`config.mk`:
```
export PLATFORM = sky130hd
export DESIGN_NAME = stepper_step_serial_front_end
export DESIGN_NICKNAME = d
export VERILOG_FILES = /design/src/stepper_front_pkg.sv /design/src/stepper_step_serial_front_end.sv
export SDC_FILE = /design/constraint.sdc
export NUM_CORES = 1
export LEC_CHECK = 0
export BUFFER_PORTS_ARGS = -buffer_cell sky130_fd_sc_hd__buf_2
export CAP_MARGIN = 10
export CORE_UTILIZATION = 55
export CTS_CLUSTER_SIZE = 14
export DETAILED_ROUTE_END_ITERATION = 10
export PLACE_DENSITY = 0.87
export SYNTH_ARGS = -nofsm -noshare
export SYNTH_HDL_FRONTEND = slang
export SYNTH_SLANG_ARGS = --single-unit
```
`constraint.sdc`:
```
create_clock -name ref_clk -period 4.5 [get_ports ref_clk]
set_input_delay 0.675 -clock ref_clk [delete_from_list [all_inputs] [get_ports ref_clk]]
set_output_delay 0.675 -clock ref_clk [all_outputs]
set_load 0.05 [all_outputs]
```
`src/stepper_front_pkg.sv`:
```
package stepper_front_pkg;
    // Step angle and home position
    localparam int ANGLE_W = 6;
    localparam logic [5:0] HOME_ANGLE = 6'h08;
    // Phase sign boundaries on the step angle
    localparam logic [5:0] A_POS_BELOW = 6'h10;
    localparam logic [5:0] A_POS_FROM = 6'h30;
    localparam logic [5:0] B_POS_BELOW = 6'h20;
    // Step increments per resolution, in sixteenth steps
    localparam logic [5:0] INC_FULL = 6'h10;
    localparam logic [5:0] INC_HALF = 6'h08;
    localparam logic [5:0] INC_QUARTER = 6'h04;
    localparam logic [5:0] INC_EIGHTH = 6'h02;
    localparam logic [5:0] INC_SIXTEENTH = 6'h01;
    // Serial word
    localparam int WORD_BITS = 16;
    localparam int CNT_W = 5;
    localparam logic [4:0] WORD_LEN = 5'h10;
    localparam logic [4:0] CNT_MAX = 5'h1F;
    // Timing
    localparam int CLK_PERIOD_NS = 5;
    localparam int SLEEP_WIDTH_US = 40;
    localparam int SLEEP_CYCLES = (SLEEP_WIDTH_US * 1000 + CLK_PERIOD_NS - 1) / CLK_PERIOD_NS;
    localparam int RST_CNT_W = 14;
    // Microstep resolutions
    typedef enum logic [2:0] {
        RES_FULL,
        RES_HALF,
        RES_QUARTER,
        RES_EIGHTH,
        RES_SIXTEENTH
    } step_res_t;
    // Reset pin handling
    typedef enum logic [1:0] {
        RS_IDLE,
        RS_LOW,
        RS_SLEEP
    } rst_state_t;
    // Asynchronous pins sampled together
    typedef struct packed {
        logic step;
        logic dir;
        logic msel;
        logic rst_n;
        logic ov;
        logic uvl;
        logic short_det;
    } pin_bus_t;
endpackage

```
`src/stepper_step_serial_front_end.sv`:
```
`timescale 1ns/1ps
module stepper_step_serial_front_end
    import stepper_front_pkg::*;
#(
    parameter int SLEEP_CYCLES_P = SLEEP_CYCLES
) (
    // Clock and reset
    input wire logic ref_clk,
    input wire logic sys_rst,
    // Host pins
    input wire logic step_in,
    input wire logic dir_in,
    input wire logic microstep_select_in,
    input wire logic fault_clear_sleep_n,
    // Mode and resolution control
    input wire logic serial_mode_in,
    input wire logic res_cfg_valid,
    input wire step_res_t res_cfg,
    // Analog monitor results
    input wire logic vbb_ov_in,
    input wire logic vreg_uvl_in,
    input wire logic short_det_in,
    // Position outputs
    output logic [ANGLE_W-1:0] step_angle_r,
    output logic dir_applied_r,
    output step_res_t step_res_r,
    // Bridge drive
    output logic phase_a_plus,
    output logic phase_a_minus,
    output logic phase_b_plus,
    output logic phase_b_minus,
    output logic bridge_enable_r,
    // Serial word
    output logic [WORD_BITS-1:0] serial_word_r,
    output logic serial_word_valid_r,
    // Status
    output logic sleep_active_r,
    output logic fault_flag_n_out,
    output logic fault_flag_n_oe_n
);

    ////////////////////////////////////////////////////////////////////////
    // Synchronisers
    pin_bus_t pin_raw;
    pin_bus_t sync1_r;
    pin_bus_t sync2_r;
    pin_bus_t sync3_r;

    assign pin_raw = '{step: step_in, dir: dir_in, msel: microstep_select_in,
                       rst_n: fault_clear_sleep_n, ov: vbb_ov_in,
                       uvl: vreg_uvl_in, short_det: short_det_in};

    always_ff @(posedge ref_clk) begin
        sync1_r <= pin_raw;
        sync2_r <= sync1_r;
        sync3_r <= sync2_r;
    end

    wire logic step_rise = sync2_r.step & ~sync3_r.step;
    wire logic strobe_fall = ~sync2_r.step & sync3_r.step;
    wire logic strobe_rise = step_rise;
    wire logic sck_rise = sync2_r.msel & ~sync3_r.msel;
    wire logic rst_low = ~sync2_r.rst_n;

    ////////////////////////////////////////////////////////////////////////
    // Resolution and stepping
    logic [ANGLE_W-1:0] step_inc;
    logic [ANGLE_W-1:0] angle_nxt;
    logic strap_load_r;

    always_comb begin
        unique case (step_res_r)
            RES_FULL: step_inc = INC_FULL;
            RES_HALF: step_inc = INC_HALF;
            RES_QUARTER: step_inc = INC_QUARTER;
            RES_EIGHTH: step_inc = INC_EIGHTH;
            RES_SIXTEENTH: step_inc = INC_SIXTEENTH;
            default: step_inc = INC_SIXTEENTH;
        endcase
    end

    wire logic step_take = step_rise & ~serial_mode_in;
    assign angle_nxt = sync2_r.dir ? step_angle_r + step_inc : step_angle_r - step_inc;

    // strap caught in reset and first edge after
    always_ff @(posedge ref_clk) begin
        strap_load_r <= sys_rst;
        if (sys_rst | strap_load_r) begin
            step_res_r <= sync2_r.msel ? RES_QUARTER : RES_HALF;
        end else if (res_cfg_valid) begin
            step_res_r <= res_cfg;
        end
    end

    always_ff @(posedge ref_clk) begin
        if (sys_rst) begin
            step_angle_r <= HOME_ANGLE;
            dir_applied_r <= 1'b0;
        end else if (step_take) begin
            step_angle_r <= angle_nxt;
            dir_applied_r <= sync2_r.dir;
        end
    end

    ////////////////////////////////////////////////////////////////////////
    // Serial word capture
    logic [CNT_W-1:0] bit_cnt_r;
    logic [WORD_BITS-1:0] shift_r;
    logic serial_fault_r;

    // strobe high blocks clock and data
    wire logic ser_open = serial_mode_in & ~sync2_r.step;
    wire logic ser_bit = ser_open & sck_rise;
    wire logic word_end = serial_mode_in & strobe_rise;
    wire logic word_good = word_end & (bit_cnt_r == WORD_LEN);
    wire logic word_bad = word_end & (bit_cnt_r != WORD_LEN);

    always_ff @(posedge ref_clk) begin
        if (sys_rst) begin
            bit_cnt_r <= '0;
            shift_r <= '0;
        end else if (serial_mode_in & strobe_fall) begin
            bit_cnt_r <= '0;
        end else if (ser_bit) begin
            shift_r <= {shift_r[WORD_BITS-2:0], sync2_r.dir};
            bit_cnt_r <= (bit_cnt_r == CNT_MAX) ? bit_cnt_r : bit_cnt_r + 1'b1;
        end
    end

    // only a 16-edge access is delivered
    always_ff @(posedge ref_clk) begin
        if (sys_rst) begin
            serial_word_r <= '0;
            serial_word_valid_r <= 1'b0;
        end else begin
            serial_word_valid_r <= word_good;
            if (word_good) begin
                serial_word_r <= shift_r;
            end
        end
    end

    ////////////////////////////////////////////////////////////////////////
    // Reset pin: fault clear and sleep
    rst_state_t rst_state_r;
    logic [RST_CNT_W-1:0] low_cnt_r;
    wire logic [RST_CNT_W-1:0] sleep_lim = RST_CNT_W'(SLEEP_CYCLES_P - 1);
    wire logic low_long = low_cnt_r >= sleep_lim;
    wire logic fault_clear = (rst_state_r == RS_LOW) & ~rst_low;

    always_ff @(posedge ref_clk) begin
        if (sys_rst) begin
            rst_state_r <= RS_IDLE;
            low_cnt_r <= '0;
        end else begin
            unique case (rst_state_r)
                RS_IDLE: begin
                    low_cnt_r <= '0;
                    if (rst_low) begin
                        rst_state_r <= RS_LOW;
                    end
                end
                RS_LOW: begin
                    low_cnt_r <= low_cnt_r + 1'b1;
                    if (!rst_low) begin
                        rst_state_r <= RS_IDLE;
                    end else if (low_long) begin
                        rst_state_r <= RS_SLEEP;
                    end
                end
                RS_SLEEP: begin
                    if (!rst_low) begin
                        rst_state_r <= RS_IDLE;
                    end
                end
            endcase
        end
    end

    always_ff @(posedge ref_clk) begin
        if (sys_rst) begin
            sleep_active_r <= 1'b0;
        end else begin
            sleep_active_r <= (rst_state_r == RS_SLEEP) & rst_low;
        end
    end

    ////////////////////////////////////////////////////////////////////////
    // Faults and diagnostic output
    logic short_lat_r;

    always_ff @(posedge ref_clk) begin
        if (sys_rst) begin
            short_lat_r <= 1'b0;
            serial_fault_r <= 1'b0;
        end else begin
            short_lat_r <= sync2_r.short_det | (short_lat_r & ~fault_clear);
            serial_fault_r <= word_bad | (serial_fault_r & ~fault_clear);
        end
    end

    wire logic lockout = sync2_r.ov | sync2_r.uvl;
    wire logic fault_any = lockout | short_lat_r | serial_fault_r;

    always_ff @(posedge ref_clk) begin
        if (sys_rst) begin
            fault_flag_n_out <= 1'b0;
            fault_flag_n_oe_n <= 1'b1;
        end else begin
            fault_flag_n_out <= 1'b0;
            fault_flag_n_oe_n <= ~fault_any;
        end
    end

    ////////////////////////////////////////////////////////////////////////
    // Bridge drive
    wire logic a_pos = (step_angle_r < A_POS_BELOW) | (step_angle_r >= A_POS_FROM);
    wire logic b_pos = step_angle_r < B_POS_BELOW;
    wire logic drive_ok = ~lockout & ~sleep_active_r;

    always_ff @(posedge ref_clk) begin
        if (sys_rst) begin
            bridge_enable_r <= 1'b0;
            phase_a_plus <= 1'b0;
            phase_a_minus <= 1'b0;
            phase_b_plus <= 1'b0;
            phase_b_minus <= 1'b0;
        end else begin
            bridge_enable_r <= drive_ok;
            phase_a_minus <= drive_ok & a_pos;
            phase_a_plus <= drive_ok & ~a_pos;
            phase_b_minus <= drive_ok & b_pos;
            phase_b_plus <= drive_ok & ~b_pos;
        end
    end

    ////////////////////////////////////////////////////////////////////////
    // Checks
    // home after reset
    chk_home_after_reset: assert property (@(posedge ref_clk)
        sys_rst |=> step_angle_r == HOME_ANGLE)
        else $error("angle not home after reset");

    chk_step_increment: assert property (@(posedge ref_clk) disable iff (sys_rst)
        step_take && sync2_r.dir |=> step_angle_r == $past(step_angle_r) + $past(step_inc))
        else $error("step up wrong");

    chk_step_decrement: assert property (@(posedge ref_clk) disable iff (sys_rst)
        step_take && !sync2_r.dir |=> step_angle_r == $past(step_angle_r) - $past(step_inc))
        else $error("step down wrong");

    chk_angle_hold: assert property (@(posedge ref_clk) disable iff (sys_rst)
        !step_take |=> $stable(step_angle_r) && $stable(dir_applied_r))
        else $error("angle moved without step");

    chk_strap_mode: assert property (@(posedge ref_clk) disable iff (sys_rst)
        strap_load_r |=> (step_res_r == ($past(sync2_r.msel) ? RES_QUARTER : RES_HALF)))
        else $error("strap mode wrong");

    chk_strobe_ignore: assert property (@(posedge ref_clk) disable iff (sys_rst)
        sync2_r.step |=> $stable(shift_r))
        else $error("shift moved with strobe high");

    chk_word_length: assert property (@(posedge ref_clk) disable iff (sys_rst)
        serial_word_valid_r |-> $past(bit_cnt_r) == WORD_LEN && serial_word_r == $past(shift_r))
        else $error("word delivered with wrong length");

    chk_sleep_entry: assert property (@(posedge ref_clk) disable iff (sys_rst)
        rst_state_r == RS_LOW && rst_low && low_long ##1 rst_low |=> sleep_active_r)
        else $error("no sleep after long reset");

    chk_short_no_sleep: assert property (@(posedge ref_clk) disable iff (sys_rst)
        fault_clear |=> !sleep_active_r && (short_lat_r == $past(sync2_r.short_det)))
        else $error("short pulse mishandled");

    chk_fault_flag_n_level: assert property (@(posedge ref_clk) disable iff (sys_rst)
        fault_any |=> !fault_flag_n_oe_n && !fault_flag_n_out)
        else $error("fault_flag_n not low on fault");

    chk_lockout_off: assert property (@(posedge ref_clk) disable iff (sys_rst)
        lockout |=> !bridge_enable_r && !phase_a_plus && !phase_a_minus && !phase_b_plus && !phase_b_minus)
        else $error("bridges on during lockout");

    chk_phase_polarity: assert property (@(posedge ref_clk) disable iff (sys_rst)
        drive_ok |=> phase_a_minus == $past(a_pos) && phase_b_plus == !$past(b_pos))
        else $error("phase polarity wrong");

endmodule // stepper_step_serial_front_end

```
## Word-level counts from Yosys, hierarchy flattened

Index checks and enable logic that the tools add are counted.

| word-level totals | value |
|---|---|
| flip-flop bits (word level) | 90 |
| input port bits | 14 |
| output and inout bits | 35 |
| word-level logic and storage cells | 112 |

| operators by class | value |
|---|---|
| $add $sub $neg | 4 |
| $lt $le $gt $ge | 4 |
| equality and inequality tests | 11 |
| multiplexer cells | 11 |
| bitwise gates (word level) | 39 |
| reductions and logical operators | 8 |

Operators by type and width:

| operator | number |
|---|---|
| 14-bit one-hot mux with 2 select lines | 1 |
| 5-bit one-hot mux with 4 select lines | 1 |
| 1-bit bitwise AND | 19 |
| 14-bit by 1-bit adder with 14-bit output (second input constant) | 1 |
| 14-bit by 13-bit greater-or-equal comparator with 1-bit output (second input constant) | 1 |
| 1-bit inverter | 13 |
| 5-bit == test (second input constant) | 2 |
| 2-bit 2-to-1 mux | 5 |
| 1-bit bitwise OR | 7 |
| 6-bit adder | 1 |
| 3-bit by 2-bit == test with 1-bit output (second input constant) | 2 |
| 6-bit greater-or-equal comparator (second input constant) | 1 |
| 6-bit by 5-bit < comparator with 1-bit output (second input constant) | 1 |
| 6-bit < comparator (second input constant) | 1 |
| 3-bit 2-to-1 mux | 2 |
| 6-bit 2-to-1 mux | 1 |
| 2-bit one-hot mux with 3 select lines | 1 |
| 6-bit subtractor | 1 |
| 5-bit by 1-bit adder with 5-bit output (second input constant) | 1 |
| 5-bit inequality test (second input constant) | 1 |
| 2-bit inequality test (second input constant) | 2 |
| 2-bit AND reduction | 2 |
| 2-bit nonzero test | 2 |
| 3-bit by 1-bit == test with 1-bit output (second input constant) | 1 |
| 7 further kinds | 7 |

## Depth between registers and ports, before layout

| depth | value |
|---|---|
| depth after elaboration | 5 |
| mapped depth | 8 |
| gate-level depth less buffers | 8 |

## Least setup slack after synthesis

OpenSTA, ideal clock, no wires.

| path | value |
|---|---|
| kind | register to register |
| start point | register step_res_r[2] |
| end point | register step_angle_r[5] |
| setup time | 0.067 ns |
| data arrival time | 2.240 ns |
| required time | 4.433 ns |
| path slack | 2.193 ns |
| stages on the path, launching flop included | 9 |
| cells stage by stage | edfxtp_1 > nor2_1 > nand2_1 > o21ai_0 > ha_1 > o21ai_0 > or4_4 > a31o_1 > a21oi_2 |

| on the way | value |
|---|---|
| cells in the longest elaborated chain, start to end | 4 |
| elaborated cells on any way between the ends | 8 |
| classes of those cells | add/sub: 2; eq/ne: 3; mux: 2; reduce/logical: 1 |

Ends and longest elaborated chain:

| what | line | RTL |
|---|---|---|
| start, declared | stepper_step_serial_front_end.sv:26 | `output step_res_t step_res_r,` |
| start signal, assigned | stepper_step_serial_front_end.sv:89 | `step_res_r <= sync2_r.msel ? RES_QUARTER : RES_HALF;` |
| start signal, assigned | stepper_step_serial_front_end.sv:91 | `step_res_r <= res_cfg;` |
| 3-bit by 2-bit == test with 1-bit output (tied with other cells) | stepper_step_serial_front_end.sv:72 | `unique case (step_res_r)` |
| 5-bit one-hot mux with 4 select lines (*) | stepper_step_serial_front_end.sv:72 |  |
| 6-bit subtractor or 6-bit adder (tied branches) | stepper_step_serial_front_end.sv:83 | `assign angle_nxt = sync2_r.dir ? step_angle_r + step_inc : step_angle_r - step_inc;` |
| 6-bit 2-to-1 mux (*) | stepper_step_serial_front_end.sv:83 |  |
| end signal, assigned | stepper_step_serial_front_end.sv:100 | `step_angle_r <= angle_nxt;` |
| end, declared | stepper_step_serial_front_end.sv:24 | `output logic [ANGLE_W-1:0] step_angle_r,` |

Mark *: on every way between the ends. The rest lies on a longest branch, timed or not.
A chain may end at the register's enable or synchronous reset.

## Worst setup path after layout

| path | value |
|---|---|
| start point | register rst_state_r[1] |
| end point | register low_cnt_r[11] |

| on the way | value |
|---|---|
| cells in the longest elaborated chain, start to end | 2 |
| elaborated cells on any way between the ends | 4 |
| classes of those cells | eq/ne: 1; mux: 1; reduce/logical: 2 |

Ends and longest elaborated chain:

| what | line | RTL |
|---|---|---|
| start, declared | stepper_step_serial_front_end.sv:145 | `rst_state_t rst_state_r;` |
| start signal, assigned | stepper_step_serial_front_end.sv:153 | `rst_state_r <= RS_IDLE;` |
| start signal, assigned | stepper_step_serial_front_end.sv:160 | `rst_state_r <= RS_LOW;` |
| start signal, assigned | stepper_step_serial_front_end.sv:166 | `rst_state_r <= RS_IDLE;` |
| 2-bit by 1-bit == test with 1-bit output or 2-bit logical NOT (tied branches) | stepper_step_serial_front_end.sv:156 | `unique case (rst_state_r)` |
| 14-bit one-hot mux with 2 select lines or 2-bit nonzero test (tied branches) | - |  |
| end signal, assigned | stepper_step_serial_front_end.sv:164 | `low_cnt_r <= low_cnt_r + 1'b1;` |
| end, declared | stepper_step_serial_front_end.sv:146 | `logic [RST_CNT_W-1:0] low_cnt_r;` |

Several ways; a longest one is shown, not always the timed one.

==> results.yml <==
timing:
  max_slew.worst_pin.slew_ns: 1.03
  setup_tns_ns: 0
  report.final.hold_viol_count: 0
  drv_slew: 0
  max_freq_mhz: 392
  setup_ws_ns: 1.95
  finalSetupViolCount: 0
  rsz0062_at_grt: "false"
  relSlewSlack: 0.311
  fin_crit_sh: 0.567
  period_minus_slack_ns: 2.55
  finClkSkew_ns: 0.00650
flow_run:
  drv_cap: 0
yosys:
  synthMostInstantiatedCell: "dfxtp_1"
  ys_ff_latch: 90
  synth_top_cell_area_share: 0.493
  synth_common_cells: "dfxtp_1, nor2_1, mux2i_1, nand2_1, a21oi_1"
  ys.flop_type: "dfxtp_1"
  yosysSeqAreaShare: 0.519
  avgSynthCellArea_um2: 9.97
  syn_area_um2: 3530
  async_flop_share: 0
  synth_cells: 354
  synth.area.top_cells: "dfxtp_1, mux2i_1, nor2_1, ha_1, nand2_1"
  synth_edf_count: 3
  ys_warn_count: 0
  ys_types: 48
  yosysTopAreaCell: "dfxtp_1"
  synth_nets: 381
final_layout:
  design_area_um2: 4000
  drive_gt1_frac: 0.189
  final_core_util: 0.660
  nFillCells: 466
  nets: 425
  syn2layout_area_growth_pct: 13.3
  multiInputGateArea_um2: 1580
  regArea_um2: 1830
  antenna_cells: 0
floorplan:
  num_rows: 28
  core-area_um2: 6060
  dieWidth_um: 82.1
  die_h_um: 82.1
  initial_core_util: 0.582
  ios: 49
  die_area_um2: 6740
global_routing:
  antenna_found_initial: 0
  overflow: 0
  grt_max_degree: 61
  grt_pass1_wl_mm: 10.7
  first_global_vias: 2467
  grt_usage: 0.212
clock_network:
  cts-root-buf: "clkbuf_8"
  clk_pin_slew_worst_paths_ns: 0.09
  clk_latency_ns: 0.35
  ctsHoldBuffers: 0
  clkSinkCount: 90
  cts_buffers: 9
  cts_resized: 0
  tritoncts: "yes"
  post-cts-setup-buffers: 0
  clk_path_buf_depth: 2
  h-tree-depth: 3
power:
  pwr-share-clk: 0.342
  switchingPower_uw: 442
  power.leakage_uw: 0.00172
  power_density_nw_per_um2: 406
  p_int_uw: 1180
  power_frac_seq: 0.523
  ir_worst_vdd_mv: 0.292
  p_sw_frac: 0.272
  comb_power_share: 0.136
setup_path:
  cp-startpoint: "rst_state_r[1]"
  worstReg2RegEnd: "low_cnt_r[11]"
  endpoint_kind: "register"
  cp.required_ns: 4.75
  worstSetupPathType: "reg -> reg"
  critPathLaunchType: "register"
  r2r_cells: 6
  endpoint: "low_cnt_r[11]"
  r2r_setup_slack_ns: 1.95
  r2r-start: "rst_state_r[1]"
  critical_path_arrival_ns: 2.80
  critPathMaxFanout: 15
drt:
  via_count: 2611
  final_antenna_net_count: 0
  viasPerCell: 5.46
  first_pass_iters: 4
  wl_per_cell_um: 13.6
  routed_wl_mm: 6.51
  drcViolationCount: 0
  drtIter0Drc: 121
place:
  place_congestion: 0.817
  dp_hpwl_mm: 4.46
  place_area_um2: 3800
  post-place-ws_ns: 2.10
  io_buffer_count: 47
min_path:
  hp-class: "reg -> reg"
run_status:
  status: "finished clean"
-- worst min-delay path by stage --
stage                     slack (ns)  cells past startpoint        from    endpoint
after floorplan                 0.31                      0  sync1_r[0]  sync2_r[0]
after global placement          0.31                      0  sync1_r[0]  sync2_r[0]
after detailed placement        0.31                      0  sync1_r[6]  sync2_r[6]
after CTS                       0.33                      0  sync1_r[2]  sync2_r[2]
after global routing            0.35                      0  sync1_r[3]  sync2_r[3]
final                           0.33                      0  sync1_r[2]  sync2_r[2]
-- layout make-up --
cell class,count,share of cell area
multi-input combinational,237,0.396
sequential,90,0.458
tap,75,0.0235
clock inverter,6,0.0163
inverter,12,0.0113
clock buffer,10,0.0344
timing repair buffer,48,0.0607
-- layer usage --
metal	share of wire	GRT usage	vias up
li1	-	-	1316
met5	0	0	-
met4	0.019	0.118	0
met2	0.49	0.361	53
met1	0.46	0.249	1232
met3	0.031	0.0407	10
-- power by group through the flow --
| stage | Clock [uW] | Combinational, uW | Sequential (uW) |
|---|---|---|---|
| after floorplan | 0 | 149 | 890 |
| final | 554 | 221 | 848 |
| after CTS | 563 | 220 | 848 |
| after detailed placement | 0 | 217 | 866 |
| after global placement | 0 | 211 | 866 |
| after global routing | 594 | 244 | 853 |
-- cell usage in the layout, fill, tap and decap left out, types with 3 or more instances in the layout --
cell type,netlist,layout
nand4_1,3,3
nor3b_1,4,4
dfxtp_1,87,87
nand3_1,9,9
nand3b_1,4,4
mux2i_1,34,34
a31o_2,3,3
inv_1,12,12
buf_2,4,47
nor2_1,53,53
a21oi_1,17,17
and3_1,5,5
xor2_1,4,4
a211oi_1,5,5
nand2_1,25,25
a21o_1,3,3
clkbuf_8,0,10
or3_1,4,4
o21a_1,3,3
xnor2_1,4,4
and2_1,4,4
edfxtp_1,3,3
o21ai_0,6,6
ha_1,12,12
mux2_2,5,5
-- state kept, by name, summed over array words and instances, names as in the netlist, 2 cells and up --
register,count
shift_r,16
sync1_r,7
sync2_r,7
low_cnt_r,14
sync3_r,2
step_angle_r,6
step_res_r,3
bit_cnt_r,5
serial_word_r,16
rst_state_r,2
-- critical path, stage by stage (launching register included) --
cell,delay (ns)
dfxtp_1,0.33
inv_1,0.10
ha_1,0.48
nand3_1,0.25
nor4_1,0.87
a21oi_1,0.19
a21o_1,0.23
-- logic make-up (layout without fill, tap and decap cells) --
logic type      after synthesis  count (layout)  synth area share
other cells                   1               1           0.00106
mux                          39              39             0.112
buf+inv                      27              76            0.0344
fa+ha+maj                    13              13            0.0482
xor+xnor                      8               8            0.0198
compound gates               49              49            0.0915
flops                        90              90             0.519
simple gates                127             127             0.174
-- through the flow --
step | instances | total power [uW] | hold slack [ns]
floorplan | 354 | 1040 | 0.310
global placement | 462 | 1080 | 0.311
detailed placement | 462 | 1080 | 0.312
CTS | 478 | 1630 | 0.335
global route | 478 | 1690 | 0.349
finish | 478 | 1620 | 0.332
Power figures use the tool's default switching activity.
